[config.mk]
export PLATFORM = sky130hd
export DESIGN_NAME = spfc_top
export DESIGN_NICKNAME = d
export VERILOG_FILES = /design/src/hdl/spfc_pkg.sv /design/src/hdl/spfc_page_buf.sv /design/src/hdl/spfc_top.sv
export SDC_FILE = /design/constraint.sdc
export NUM_CORES = 1
export LEC_CHECK = 0
export BUFFER_PORTS_ARGS = -buffer_cell sky130_fd_sc_hd__buf_2
export CORE_MARGIN = 2
export CORE_UTILIZATION = 40
export DETAILED_ROUTE_END_ITERATION = 16
export PLACE_DENSITY = 0.63
export RECOVER_POWER = 100
export SYNTH_ARGS = -nofsm -noshare
export SYNTH_HDL_FRONTEND = slang
export SYNTH_SLANG_ARGS = --single-unit
[constraint.sdc]
create_clock -name mclk -period 15.79 [get_ports mclk]
set_input_delay 0.7895 -clock mclk [delete_from_list [all_inputs] [get_ports mclk]]
set_output_delay 0.7895 -clock mclk [all_outputs]
set_load 0.005 [all_outputs]
[src/hdl/spfc_pkg.sv]
// constants and carrier types of the self-programming flash control block
`default_nettype none

package spfc_pkg;

  localparam logic [7:0] CTRL_ADDR = 8'h00;
  localparam logic [7:0] STAT_ADDR = 8'h01;
  localparam logic [7:0] CTRL_RST = 8'h00;

  localparam int B_IE = 7;
  localparam int B_BUSY = 6;
  localparam int B_RES = 5;
  localparam int B_REEN = 4;
  localparam int B_LOCK = 3;
  localparam int B_WRT = 2;
  localparam int B_ERS = 1;
  localparam int B_EN = 0;

  localparam logic [4:0] CMD_REEN = 5'h11;
  localparam logic [4:0] CMD_LOCK = 5'h09;
  localparam logic [4:0] CMD_WRT = 5'h05;
  localparam logic [4:0] CMD_ERS = 5'h03;
  localparam logic [4:0] CMD_LOAD = 5'h01;

  localparam logic [2:0] STORE_WIN = 3'h4;
  localparam logic [2:0] LOAD_WIN = 3'h3;

  localparam logic [15:0] APP_RESET_VEC = 16'h0000;
  localparam int LOCK_LSB = 2;
  localparam logic [1:0] LOCK_PAD = 2'h3;

  typedef enum logic [2:0] {
    S_IDLE = 3'h1,
    S_ARMED = 3'h2,
    S_OP = 3'h4
  } spfc_state_t;

  // core side: instruction strobes, pointer and data registers
  typedef struct packed {
    logic store;
    logic load;
    logic [15:0] ptr;
    logic [7:0] lo;
    logic [7:0] hi;
    logic gie;
    logic ee_busy;
  } spfc_core_t;

  // flash array side: start pulses and latched target
  typedef struct packed {
    logic erase;
    logic write;
    logic lock_prog;
    logic [3:0] lock_mask;
    logic [15:0] page;
  } spfc_arr_t;

endpackage : spfc_pkg

`default_nettype wire

[src/hdl/spfc_page_buf.sv]
// temporary page buffer held in flip-flops
`default_nettype none

module spfc_page_buf #(
  parameter int WORD_W = 5,
  parameter int DATA_W = 16
) (
  // clock and reset
  input wire logic mclk,
  input wire logic rst,
  // fill side
  input wire logic clr,
  input wire logic wr,
  input wire logic [WORD_W-1:0] widx,
  input wire logic [DATA_W-1:0] wdata,
  // drain side, one cycle latency
  input wire logic [WORD_W-1:0] ridx,
  output logic [DATA_W-1:0] rdata
);

  localparam int DEPTH = 2 ** WORD_W;

  logic [DATA_W-1:0] mem_r [DEPTH];
  logic [DATA_W-1:0] mem_nxt [DEPTH];
  logic [DATA_W-1:0] rdata_r;

  // any word may be written in any order
  for (genvar i = 0; i < DEPTH; i++)
  begin : g_word
    always_comb
    begin
      mem_nxt[i] = mem_r[i];
      if (clr)
        mem_nxt[i] = '1;
      else if (wr && widx == WORD_W'(i))
        mem_nxt[i] = wdata;
    end
  end

  // erased state is all ones, also after reset
  always_ff @(posedge mclk or posedge rst)
  begin
    if (rst)
    begin
      for (int j = 0; j < DEPTH; j++)
        mem_r[j] <= '1;
      rdata_r <= '0;
    end
    else
    begin
      mem_r <= mem_nxt;
      rdata_r <= mem_r[ridx];
    end
  end

  assign rdata = rdata_r;

endmodule // spfc_page_buf

`default_nettype wire

[src/hdl/spfc_top.sv]
// self-programming control register and store/load sequencer
`default_nettype none

module spfc_top #(
  parameter int WORD_W = 5,
  parameter int PAGE_W = 7,
  parameter int HALT_FIRST_PAGE = 96,
  parameter logic [15:0] BOOT_RESET_VEC = 16'h0C00
) (
  // clock and reset
  input wire logic mclk,
  input wire logic rst,
  // register port
  input wire logic [7:0] reg_addr,
  input wire logic [7:0] reg_wdata,
  input wire logic reg_wr,
  input wire logic reg_rd,
  output logic [7:0] reg_rdata,
  // processor core
  input wire spfc_pkg::spfc_core_t core,
  output logic lpm_valid,
  output logic [7:0] lpm_data,
  output logic cpu_halt,
  output logic ready_irq,
  output logic region_block,
  output logic [15:0] reset_vector,
  // fuses and lock bits, read only
  input wire logic boot_reset_select,
  input wire logic [7:0] fuse_low,
  input wire logic [7:0] fuse_high,
  input wire logic [5:0] lock_bits,
  // flash array
  output var spfc_pkg::spfc_arr_t arr,
  input wire logic arr_done,
  input wire logic [WORD_W-1:0] arr_word,
  output logic [15:0] buf_word
);
  import spfc_pkg::*;

  spfc_state_t st_r, st_nxt;
  logic [7:0] ctrl_r, ctrl_nxt;
  logic [2:0] cnt_r, cnt_nxt;
  logic halt_r, halt_nxt;
  logic irq_r, irq_nxt;
  logic lpm_v_r, lpm_v_nxt;
  logic [7:0] lpm_d_r, lpm_d_nxt;
  logic [7:0] rdata_r, rdata_nxt;
  logic [15:0] vec_r, vec_nxt;
  spfc_arr_t arr_r, arr_nxt;
  logic buf_clr, buf_wr, arm, wr_ctrl, cmd_take;
  logic [PAGE_W-1:0] pg;

  function automatic logic cmd_ok(input logic [4:0] c);
    return c == CMD_REEN || c == CMD_LOCK || c == CMD_WRT || c == CMD_ERS || c == CMD_LOAD;
  endfunction

  // page in the halting region stops the core while it is programmed
  function automatic logic in_halt(input logic [PAGE_W-1:0] p);
    return int'(p) >= HALT_FIRST_PAGE;
  endfunction

  assign wr_ctrl = reg_wr && reg_addr == CTRL_ADDR;
  // a data-memory write in flight locks out new commands
  assign cmd_take = wr_ctrl && !core.ee_busy && cmd_ok(reg_wdata[4:0]);
  // high pointer bits select the page, low bits the word
  assign pg = core.ptr[WORD_W+PAGE_W:WORD_W+1];

  always_comb
  begin
    ctrl_nxt = ctrl_r;
    cnt_nxt = cnt_r;
    st_nxt = st_r;
    halt_nxt = halt_r;
    arr_nxt = arr_r;
    arr_nxt.erase = 1'b0;
    arr_nxt.write = 1'b0;
    arr_nxt.lock_prog = 1'b0;
    lpm_v_nxt = 1'b0;
    lpm_d_nxt = lpm_d_r;
    buf_clr = 1'b0;
    buf_wr = 1'b0;
    arm = 1'b0;
    if (wr_ctrl)
      ctrl_nxt[B_IE] = reg_wdata[B_IE];
    unique case (st_r)
      S_IDLE:
        arm = cmd_take;
      S_ARMED:
      begin
        if (core.store)
        begin
          unique case (ctrl_r[4:0])
            CMD_LOAD:
            begin
              buf_wr = 1'b1;
              ctrl_nxt[B_BUSY] = 1'b0;
            end
            CMD_REEN:
              ctrl_nxt[B_BUSY] = 1'b0;
            CMD_LOCK:
            begin
              // pointer and high data play no part here
              arr_nxt.lock_prog = 1'b1;
              arr_nxt.lock_mask = ~core.lo[LOCK_LSB+:4];
            end
            CMD_ERS, CMD_WRT:
            begin
              arr_nxt.erase = ctrl_r[B_ERS];
              arr_nxt.write = ctrl_r[B_WRT];
              arr_nxt.page = 16'(pg);
              halt_nxt = in_halt(pg);
              if (!in_halt(pg))
                ctrl_nxt[B_BUSY] = 1'b1;
              st_nxt = S_OP;
            end
            default:
              ;
          endcase
          // store enable stays up only for erase and write
          if (st_nxt != S_OP)
          begin
            ctrl_nxt[4:0] = '0;
            st_nxt = S_IDLE;
          end
        end
        else if (core.load && ctrl_r[B_LOCK] && !core.ee_busy && cnt_r > STORE_WIN - LOAD_WIN)
        begin
          // pointer bits 0 and 1 pick the byte; fuses are only ever read
          lpm_v_nxt = 1'b1;
          lpm_d_nxt = !core.ptr[0] ? fuse_low : core.ptr[1] ? fuse_high : {LOCK_PAD, lock_bits};
          ctrl_nxt[4:0] = '0;
          st_nxt = S_IDLE;
        end
        else if (cmd_take)
          arm = 1'b1;
        else if (cnt_r == 3'h1)
        begin
          // no store in the window: command bits drop
          ctrl_nxt[4:0] = '0;
          st_nxt = S_IDLE;
        end
        else
          cnt_nxt = cnt_r - 3'h1;
      end
      S_OP:
      begin
        // control writes other than the interrupt enable bit are ignored here
        if (arr_done)
        begin
          ctrl_nxt[4:0] = '0;
          halt_nxt = 1'b0;
          st_nxt = S_IDLE;
          buf_clr = ctrl_r[B_WRT];
        end
      end
      default:
      begin
        ctrl_nxt[4:0] = '0;
        st_nxt = S_IDLE;
      end
    endcase
    if (arm)
    begin
      ctrl_nxt[4:0] = reg_wdata[4:0];
      cnt_nxt = STORE_WIN;
      st_nxt = S_ARMED;
      // re-enable throws away a half-filled buffer
      buf_clr = reg_wdata[B_REEN];
    end
    ctrl_nxt[B_RES] = 1'b0;
  end

  always_comb
  begin
    irq_nxt = ctrl_r[B_IE] && core.gie && !ctrl_r[B_EN];
    vec_nxt = boot_reset_select ? APP_RESET_VEC : BOOT_RESET_VEC;
    rdata_nxt = 8'h00;
    if (reg_rd && reg_addr == CTRL_ADDR)
      rdata_nxt = ctrl_r;
    else if (reg_rd && reg_addr == STAT_ADDR)
      rdata_nxt = {1'b0, halt_r, st_r, cnt_r};
  end

  // vector follows the fuse only from the first edge after reset
  always_ff @(posedge mclk or posedge rst)
  begin
    if (rst)
    begin
      st_r <= S_IDLE;
      ctrl_r <= CTRL_RST;
      cnt_r <= 3'h0;
      halt_r <= 1'b0;
      irq_r <= 1'b0;
      lpm_v_r <= 1'b0;
      lpm_d_r <= 8'h00;
      rdata_r <= 8'h00;
      vec_r <= APP_RESET_VEC;
      arr_r <= '0;
    end
    else
    begin
      st_r <= st_nxt;
      ctrl_r <= ctrl_nxt;
      cnt_r <= cnt_nxt;
      halt_r <= halt_nxt;
      irq_r <= irq_nxt;
      lpm_v_r <= lpm_v_nxt;
      lpm_d_r <= lpm_d_nxt;
      rdata_r <= rdata_nxt;
      vec_r <= vec_nxt;
      arr_r <= arr_nxt;
    end
  end

  spfc_page_buf #(
    .WORD_W(WORD_W),
    .DATA_W(16)
  ) u_buf (
    .mclk(mclk),
    .rst(rst),
    .clr(buf_clr),
    .wr(buf_wr),
    .widx(core.ptr[WORD_W:1]),
    .wdata({core.hi, core.lo}),
    .ridx(arr_word),
    .rdata(buf_word)
  );

  assign reg_rdata = rdata_r;
  assign lpm_valid = lpm_v_r;
  assign lpm_data = lpm_d_r;
  assign cpu_halt = halt_r;
  assign ready_irq = irq_r;
  // region stays blocked until busy is cleared by software
  assign region_block = ctrl_r[B_BUSY];
  assign reset_vector = vec_r;
  assign arr = arr_r;
endmodule // spfc_top

`default_nettype wire

* Yosys cells after proc, flatten, opt, wreduce, memory -nomap -nowiden
Index checks and enable logic that the tools add are counted.
** Operators by class
- Equality and inequality tests :: 60
- Multiplexer cells :: 121
- Add/subtract/negate cells :: 1
- Reduce and logical (&&, ||, !) cells :: 95
- Order comparisons :: 3
- Bitwise gates (word level) :: 3
** Operator list (number)
- 16-bit two-way mux :: 66
- 5-bit equality test (second input constant) :: 18
- 16-bit binary-select mux with 5-bit select :: 1
- 2-bit nonzero test :: 35
- 5-bit by 4-bit equality test with 1-bit output (second input constant) :: 10
- 3-bit two-way mux :: 16
- 23-bit two-way mux :: 2
- 1-bit logical AND :: 42
- 5-bit two-way mux :: 8
- 5-bit by 3-bit equality test with 1-bit output (second input constant) :: 6
- 8-bit two-way mux :: 3
- 5-bit by 2-bit equality test with 1-bit output (second input constant) :: 4
- 1-bit two-way mux :: 16
- 5-bit by 1-bit equality test with 1-bit output (second input constant) :: 3
- 5-bit one-hot mux with 3 select lines :: 1
- 7-bit two-way mux :: 2
- 2-bit inequality test (second input constant) :: 7
- 12-bit two-way mux :: 1
- 4-bit AND reduction :: 3
- 5-bit inequality test (second input constant) :: 2
- 5-bit AND reduction :: 2
- 3-bit one-hot mux with 3 select lines :: 1
- 3-bit AND reduction :: 3
- 8-bit by 1-bit equality test with 1-bit output (second input constant) :: 1
- other kinds (20) :: 30
** Storage, ports and cells
- Logic and storage cells :: 332
- Bits in registers :: 586
- Input port bits :: 85

* Longest topological paths before layout
Gate-level depths: netlist (run 1).
- Word-level depth :: 12
- Mapped depth :: 8
- Mapped depth without buffers :: 6

* Cells and area by module
Synthesis (run 1) repeated with hierarchy kept, for this count alone.
** Second synthesis, totals
- Cells, all modules :: 2836
- Area, all modules :: 29384.4 um2
** Modules (own cells, without submodules)
- spfc_page_buf :: instances 1, cells an instance 2605, area an instance 26997.1 um2, seq. area each 13853.3 um2
- spfc_top :: instances 1, cells an instance 231, area an instance 2387.3 um2, seq. area each 1177.4 um2

* Worst setup path after synthesis (run 1)
OpenSTA, ideal clock, no wires.
- Path kind :: input port to flip-flop
- From :: input port reg_addr[7]
- To :: register ctrl_r[1]
- Path slack :: 13.353 ns
- Arrival time :: 2.312 ns
- Buffers on the path :: 0
- Setup time :: 0.125 ns
- Cell stages on the path :: 4
- Data required time :: 15.665 ns
- Cells stage by stage :: or4_4 -> a2111o_1 -> a21o_4 -> mux2_4
** On the way
- Word-level cells in the longest chain between the ends :: 10
** Ends and longest elaborated chain
- start: declaration :: RTL line spfc_top.sv:14 : input wire logic [7:0] reg_addr,
- 8-bit zero test * :: RTL line spfc_top.sv:62 : assign wr_ctrl = reg_wr && reg_addr == CTRL_ADDR;
- 1-bit logical AND * :: RTL line spfc_top.sv:62
- 1-bit logical AND * (2 in a row) :: RTL line spfc_top.sv:64 : assign cmd_take = wr_ctrl && !core.ee_busy && cmd_ok(reg_wdata[4:0]);
- 1-bit two-way mux :: RTL line spfc_top.sv:134 : else if (cmd_take)
- 1-bit two-way mux :: RTL line spfc_top.sv:126 : else if (core.load && ctrl_r[B_LOCK] && !core.ee_busy && cnt_r > STORE_WIN - LOAD_WIN)
- 1-bit two-way mux :: RTL line spfc_top.sv:90 : if (core.store)
- 1-bit one-hot mux with 2 select lines :: RTL line spfc_top.sv:85 : unique case (st_r)
- 5-bit inequality test (no source line) (tied with other cells)
- 5-bit AND reduction (no source line)
- end signal: assignment :: RTL line spfc_top.sv:203 : ctrl_r <= ctrl_nxt;
- end: declaration :: RTL line spfc_top.sv:41 : logic [7:0] ctrl_r, ctrl_nxt;
Every way passes the cells marked *; elsewhere a longest branch is shown, timed or not.
A chain may end at the register's enable or synchronous reset.

* Worst setup path after layout (run 1)
- From :: register st_r[0]
- To :: register u_buf.mem_r[279] (netlist name)
** On the way
- Word-level cells in the longest chain between the ends :: 4
** Ends and longest elaborated chain
- start: declaration :: RTL line spfc_top.sv:40 : spfc_state_t st_r, st_nxt;
- start signal: assignment :: RTL line spfc_top.sv:202 : st_r <= st_nxt;
- 3-bit by 2-bit equality test with 1-bit output (tied with other cells) :: RTL line spfc_top.sv:85
- 1-bit one-hot mux with 2 select lines / 1-bit two-way mux (equally long branches) :: RTL line spfc_top.sv:85
- 1-bit two-way mux / 1-bit logical AND (equally long branches) :: RTL line spfc_top.sv:162, spfc_page_buf.sv:35
- 16-bit two-way mux / 2-bit nonzero test (equally long branches)
- end signal: assignment :: RTL line spfc_page_buf.sv:51 : mem_r <= mem_nxt;
- end: declaration :: RTL line spfc_page_buf.sv:23 : logic [DATA_W-1:0] mem_r [DEPTH];
Parallel ways exist; a longest one is shown, timed or not.

==> flow_metrics.tcl, run 1 <==
set metrics [dict create \
    regArea_um2 15000 \
    yosysSeqAreaShare_pct 52.4 \
    r2r-start "st_r[0]$_DFFE_PP1P_" \
    peakVddDrop_uv 86.9 \
    ys.flop_type "dfstp_2" \
    grt_pass1_vias 23039 \
    io_buffers 131 \
    syn_area_per_cell_um2 11.4 \
    async_flop_share_pct 100 \
    placed_area_um2 29700 \
    netlist_instances 2508 \
    layout.cells.most_common_list "dfstp_2 (512), o21ai_0 (278), nand3_1 (263), a22oi_1 (256), o2111ai_1 (256)" \
    fin_crit_sh_pct 54.0 \
    postLayoutCoreUtil_pct 44.4 \
    ios 160 \
    relSlewSlack_pct -209 \
    clk_latency_ns 0.64 \
    gp_congestion 0.821 \
    cts.sinks 575 \
    hold_buffers 0 \
    stdcell_area_um2 31600 \
    startpoint_type "flop" \
    final_common_cell "dfstp_2" \
    cp_max_fo 239 \
    drt_iter0_drc 2519 \
    area_delta_synth_final_pct 10.2 \
    grt_max_degree 240 \
    die_w_um 272 \
    finalMaxSlewViolations 789 \
    yosys_warnings 0 \
    dieArea_um2 73900 \
    critPathRequiredTime_ns 16.17 \
    design_power_total_uw 3130 \
    crit_type "reg -> reg" \
    hp-class "in -> reg" \
    layout_min_cycle_time_ns 8.52 \
    drt-vias-per-instance 6.64 \
    cts_made_buffers 61 \
    violations "max-capacitance violations, max-slew violations" \
    hold_viol_final 0 \
    drive_gt1_share_pct 37.2 \
    rows 98 \
    place_inst 3331 \
    p_per_area_nw_per_um2 98.9 \
    yosysUniqueCellTypes 62 \
    clk_pin_slew_ns 0.06 \
    drcViolationCount 0 \
    routed_wl_mm 90.5 \
    tightest_slew_ns 4.64 \
    syn_area_um2 28700 \
    drv_cap 10 \
    grt_pass1_wl_mm 139 \
    grt_usage_pct 24.1 \
    ant_nets 0 \
    synth_edf_count 0 \
    core_um2 71200 \
    post_cts_buffers 0 \
    clockBufferDepth 3 \
    post_drt_wl_per_cell_um 26.3 \
    fin_skew_ns 0.0279 \
    hold_path_startpoint "boot_reset_select" \
    multi_input_area_um2 12300 \
    fillers 6472 \
    arrival_ns 8.90 \
    cts_tree "built" \
    synth_seq_cells 575 \
    grt_overflow 0 \
    cts_root_buf "clkbuf_16" \
    antenna_cells 0 \
    antenna_found_initial 3 \
    layout.cells.non_filler 3445 \
    die_h_um 272 \
    p_leak_uw 0.0128 \
    rsz0062_at_grt "no" \
    critPathLaunch "st_r[0]$_DFFE_PP1P_" \
    initial_core_util_pct 40.3 \
    setup_tns_ns 0 \
    ff2ff_path_depth 7 \
    num_vias 22880 \
    status "finished, violations left" \
    ctsResizeCount 0 \
    timing.fmax_mhz 117 \
    worstSetupEndpointType "flop" \
    cts_max_level 2 \
    hold-path-cell-count 2 \
    first_pass_iters 8 \
    dp_hpwl_mm 51.4 \
    finalSetupViolations 0 \
    nNetsFinal 2531 \
]
==> flip-flops by register name, indices dropped and copies added (netlist names), 3 cells and up <==
| signal | flops |
|---|---|
| u_buf.mem_r | 512 |
| cnt_r | 3 |
| arr | 14 |
| u_buf.rdata | 16 |
| reg_rdata | 8 |
| ctrl_r | 7 |
| lpm_data | 8 |
| st_r | 3 |
==> kinds of logic after synthesis <==
family                     synth area share, %
buffers and inverters                     5.18
and+or+nand+nor                           9.97
adders and majority gates               0.0872
DFF                                       52.4
AOI/OAI and AO/OA                         21.6
other                                   0.0131
xor gates and xnor gates                0.0305
muxes                                     10.7
==> routing by layer <==
metal,wire [um],track usage [%],part of all wire [%]
met3,8010,5.75,8.9
met4,3630,9.90,4.0
met5,0,0,0
met1,36600,31.7,40
met2,42300,38.2,47
==> cell type report <==
| type | count | area share [%] |
|---|---|---|
| flip-flops and latches | 575 | 47.6 |
| well taps | 950 | 3.76 |
| multi-input cells | 1608 | 38.9 |
| repair buffers | 187 | 3.29 |
| clock buffers | 89 | 5.67 |
| inverters | 11 | 0.135 |
| clock inverters | 25 | 0.673 |
==> through the flow <==
step / setup WS (ns) / hold WS [ns]
after global routing: 6.75 / 0.254
final: 7.27 / 0.279
after global placement: 11.44 / 0.463
after detailed placement: 11.26 / 0.467
after CTS: 11.82 / 0.241
after floorplan: 7.59 / 0.471
==> cells in the mapped netlist (2+ instances only) <==
| master | n | area share (%) |
|---|---|---|
| dfstp_2 | 513 | 47 |
| o21ai_0 | 278 | 4.8 |
| nand3_1 | 264 | 4.6 |
| a22oi_1 | 256 | 6.7 |
| o2111ai_1 | 256 | 7.8 |
| clkbuf_1 | 222 | 2.9 |
| mux4_2 | 128 | 10 |
| nand2_1 | 90 | 1.2 |
| buf_2 | 75 | 1.3 |
| nor2_1 | 75 | 0.98 |
| o22ai_1 | 65 | 1.4 |
| dfrtp_1 | 62 | 5.4 |
| buf_4 | 24 | 0.63 |
| nor2b_1 | 20 | 0.44 |
| nand2b_1 | 19 | 0.41 |
| nand4_1 | 18 | 0.39 |
| nor4_1 | 17 | 0.37 |
| buf_1 | 15 | 0.20 |
| inv_1 | 11 | 0.14 |
| mux2_2 | 8 | 0.31 |
| nand3b_1 | 8 | 0.21 |
| a22o_1 | 6 | 0.18 |
| and3_1 | 6 | 0.13 |
| mux2i_1 | 6 | 0.21 |
| or3b_2 | 6 | 0.18 |
| and3b_1 | 4 | 0.12 |
| and2_1 | 3 | 0.065 |
| and4bb_2 | 3 | 0.13 |
| mux2_4 | 3 | 0.16 |
| nor3b_1 | 3 | 0.078 |
| or3_1 | 3 | 0.065 |
| a211o_1 | 2 | 0.061 |
| a211oi_1 | 2 | 0.052 |
| a31oi_1 | 2 | 0.044 |
| ha_1 | 2 | 0.087 |
| nand4b_1 | 2 | 0.061 |
| nand4bb_1 | 2 | 0.078 |
| nor3_1 | 2 | 0.035 |
| nor4b_1 | 2 | 0.061 |
| nor4b_2 | 2 | 0.10 |
| o31ai_1 | 2 | 0.052 |
==> power breakdown <==
group          switching, uW  internal [uW]  leakage, uW
Sequential              6.02           1500      0.00613
Combinational            141           52.3      0.00564
Clock                    609            821     0.000991
Total                    756           2370       0.0128
==> worst max-delay path: stages, from the launching register on <==
cell and delay, ns:
dfstp_1 0.66, nor4b_1 0.16, o21a_1 0.20, o221ai_4 0.17
clkbuf_1 2.26, buf_12 0.67, clkbuf_1 3.29, o2111ai_1 0.55
==> final timing paths <==
path | endpoint | slack, ns
max | u_buf.mem_r[279]$_DFFE_PP1P_ | 7.27
min | reset_vector[10]$_DFF_PP0_ | 0.28
max reg2reg | u_buf.mem_r[279]$_DFFE_PP1P_ | 7.27
min reg2reg | lpm_data[7]$_DFFE_PP0P_ | 0.48
max in group asynchronous | u_buf.mem_r[24]$_DFFE_PP1P_ | 8.98
min in group asynchronous | arr[18]$_DFFE_PP0P_ | 0.44
No activity file was read; power rests on OpenSTA's default activity.
==> run 2: changes to the inputs <==
--- a/config.mk
+++ b/config.mk
@@ -9,7 +9,7 @@
 export CORE_MARGIN = 2
 export CORE_UTILIZATION = 40
 export DETAILED_ROUTE_END_ITERATION = 16
-export PLACE_DENSITY = 0.63
+export PLACE_DENSITY = 0.61
 export RECOVER_POWER = 100
 export SYNTH_ARGS = -nofsm -noshare
 export SYNTH_HDL_FRONTEND = slang
==> constraint.sdc (replaced) <==
create_clock -name mclk -period 8.5 [get_ports mclk]
set_input_delay 0.425 -clock mclk [delete_from_list [all_inputs] [get_ports mclk]]
set_output_delay 0.425 -clock mclk [all_outputs]
set_load 0.005 [all_outputs]
==> run 2 against run 1 <==
Effect of this change:
- the flow still finishes with violations (max-capacitance violations, max-slew violations)
- register-to-register slack worse by 3.7 ns
- via count is 1.1% higher
- final area is 0.55% higher
- sequential cell count stayed put
- global-route usage is 0.24 points higher
- sequential share of layout area is 0.26 points lower
- worst hold slack worse by 0.25 ns
- core utilization is 0.24 points higher
- combinational power is 87% higher
- largest cell class unchanged
==> flow_metrics.tcl, run 2 (synthesized netlist as in run 1, its figures left out) <==
set metrics [dict create \
    final_common_cell "dfstp_2" \
    timing.fmax_mhz 203 \
    ios 160 \
    p_seq_share_pct 46.8 \
    grt_pass1_vias 22957 \
    io_buffers 131 \
    rows 98 \
    p_leak_uw 0.0128 \
    setup_tns_ns 0 \
    relSlewSlack_pct -149 \
    die_h_um 272 \
    rsz0062_at_grt "no" \
    dp_hpwl_mm 52.0 \
    fillers 6513 \
    comb_power_share_pct 6.0 \
    layout.cells.most_common_list "dfstp_2 (512), o21ai_0 (278), nand3_1 (263), a22oi_1 (256), o2111ai_1 (256)" \
    largest_reg_flops 512 \
    nNetsFinal 2538 \
    cts_max_level 2 \
    clockBufferDepth 3 \
    cp_max_fo 64 \
    p_sw_share_pct 23.6 \
    drive_gt1_share_pct 36.9 \
    initial_core_util_pct 40.3 \
    p_per_area_nw_per_um2 188 \
    area_delta_synth_final_pct 10.8 \
    arrival_ns 5.46 \
    status "finished, violations left" \
    cts.sinks 575 \
    antenna_found_initial 3 \
    fin_crit_sh_pct 57.9 \
    cts_tree "built" \
    die_w_um 272 \
    violations "max-capacitance violations, max-slew violations" \
    drv_cap 13 \
    cts_made_buffers 60 \
    grt_usage_pct 24.3 \
    largest_register "u_buf.mem_r" \
    power.clock.fraction_pct 47.1 \
    r2r_slack_ns 3.58 \
    tightest_slew_ns 3.73 \
    drt-vias-per-instance 6.70 \
    routed_wl_mm 91.7 \
    dieArea_um2 73900 \
    hold_viol_final 0 \
    drcViolationCount 0 \
    design_power_total_uw 5970 \
    clk_pin_slew_ns 0.06 \
    post_cts_buffers 0 \
    peakVddDrop_uv 152 \
    fin_skew_ns 0.0254 \
    cts_root_buf "clkbuf_16" \
    grt_overflow 0 \
    ant_nets 0 \
    critPathRequiredTime_ns 9.04 \
    first_pass_iters 6 \
    post_drt_wl_per_cell_um 26.5 \
    finalSetupViolations 0 \
    finalMaxSlewViolations 694 \
    clk_latency_ns 0.64 \
    drt_iter0_drc 2815 \
    startpoint_type "flop" \
    core_um2 71200 \
    num_vias 23136 \
    gp_congestion 0.804 \
    layout_min_cycle_time_ns 4.92 \
    intPower_uw 4560 \
    grt_max_degree 226 \
    hp-class "in -> reg" \
    power.switching_uw 1410 \
    grt_pass1_wl_mm 140 \
    crit_type "reg -> reg" \
    worstSetupEndpointType "flop" \
]
==> run 2: changes by cell type in the layout (fill, tap and decap cells not counted), sizes merged <==
cell / delta
bufinv: +6
clkinv: -6
diode: +4
dlygate4sd3: +4
clkbuf: +3
inv: -2
==> run 2: critical path, cell delays in order (launching register included) <==
cell	delay [ns]
dfrtp_1	0.45
and4bb_1	0.94
and3_2	0.33
clkbuf_1	2.44
a22oi_1	0.38
nand3_1	0.22
==> run 2: worst paths after layout <==
path | startpoint | endpoint | depth (start not counted)
worst max-delay path | st_r[2]$_DFFE_PP0P_ | u_buf.mem_r[187]$_DFFE_PP1P_ | 5
worst min-delay path | core[28] | arr[4]$_DFFE_PP0P_ | 2
worst max register to register | st_r[2]$_DFFE_PP0P_ | u_buf.mem_r[187]$_DFFE_PP1P_ | 5
worst min register to register | arr[16]$_DFFE_PP0P_ | arr[16]$_DFFE_PP0P_ | 2
max in group asynchronous | rst | u_buf.mem_r[248]$_DFFE_PP1P_ | 4
min in group asynchronous | rst | u_buf.rdata[14]$_DFF_PP0_ | 2
==> run 2: power by group through the flow <==
stage / sequential, uW / combinational, uW / clock, uW
2_1_floorplan: 2830 / 214 / 0
3_3_place_gp: 2840 / 351 / 0
3_5_place_dp: 2840 / 358 / 0
4_1_cts: 2800 / 360 / 2870
5_1_grt: 2800 / 388 / 2990
6_report: 2800 / 361 / 2820
==> run 2: area by class of cell <==
cell class                 instances  area, um2  share of cell area, %
tap                              950       1190                   3.74
clock buffer                      88       1770                   5.57
timing repair buffer             195       1120                   3.52
sequential                       575      15000                   47.3
clock inverter                    23        340                   1.07
inverter                          11       42.5                  0.134
multi-input combinational       1608      12300                   38.6
antenna                            4       10.0                 0.0315
==> run 2: stage by stage <==
stage	std cells	area [um2]	worst slack (ns)	hold WS [ns]	util, %
2_1_floorplan	2530	28800	0.660	0.471	-
3_3_place_gp	3335	29800	5.10	0.463	41.8
3_5_place_dp	3335	29800	5.07	0.469	41.8
4_1_cts	3450	31900	5.52	0.000605	44.8
5_1_grt	3450	31800	2.72	0.00876	44.6
6_report	3454	31800	3.58	0.0280	44.6
==> run 2: what timing repair did <==
item | in CTS | in global routing
resized for setup | 0 | 0
hold buffers | 4 | 0
setup endpoints to repair | 0 | 0
endpoints found under the hold margin | 4 | 0
==> run 2: routing by layer <==
metal | track usage [%] | wire length [um] | vias up | share of wire [%]
met4 | 10.5 | 3580 | 2 | 3.9
met3 | 5.61 | 7830 | 225 | 8.5
li1 | - | - | 9796 | -
met5 | 0 | 18 | - | 0.020
met1 | 31.4 | 36400 | 11921 | 40
met2 | 39.3 | 43800 | 1192 | 48
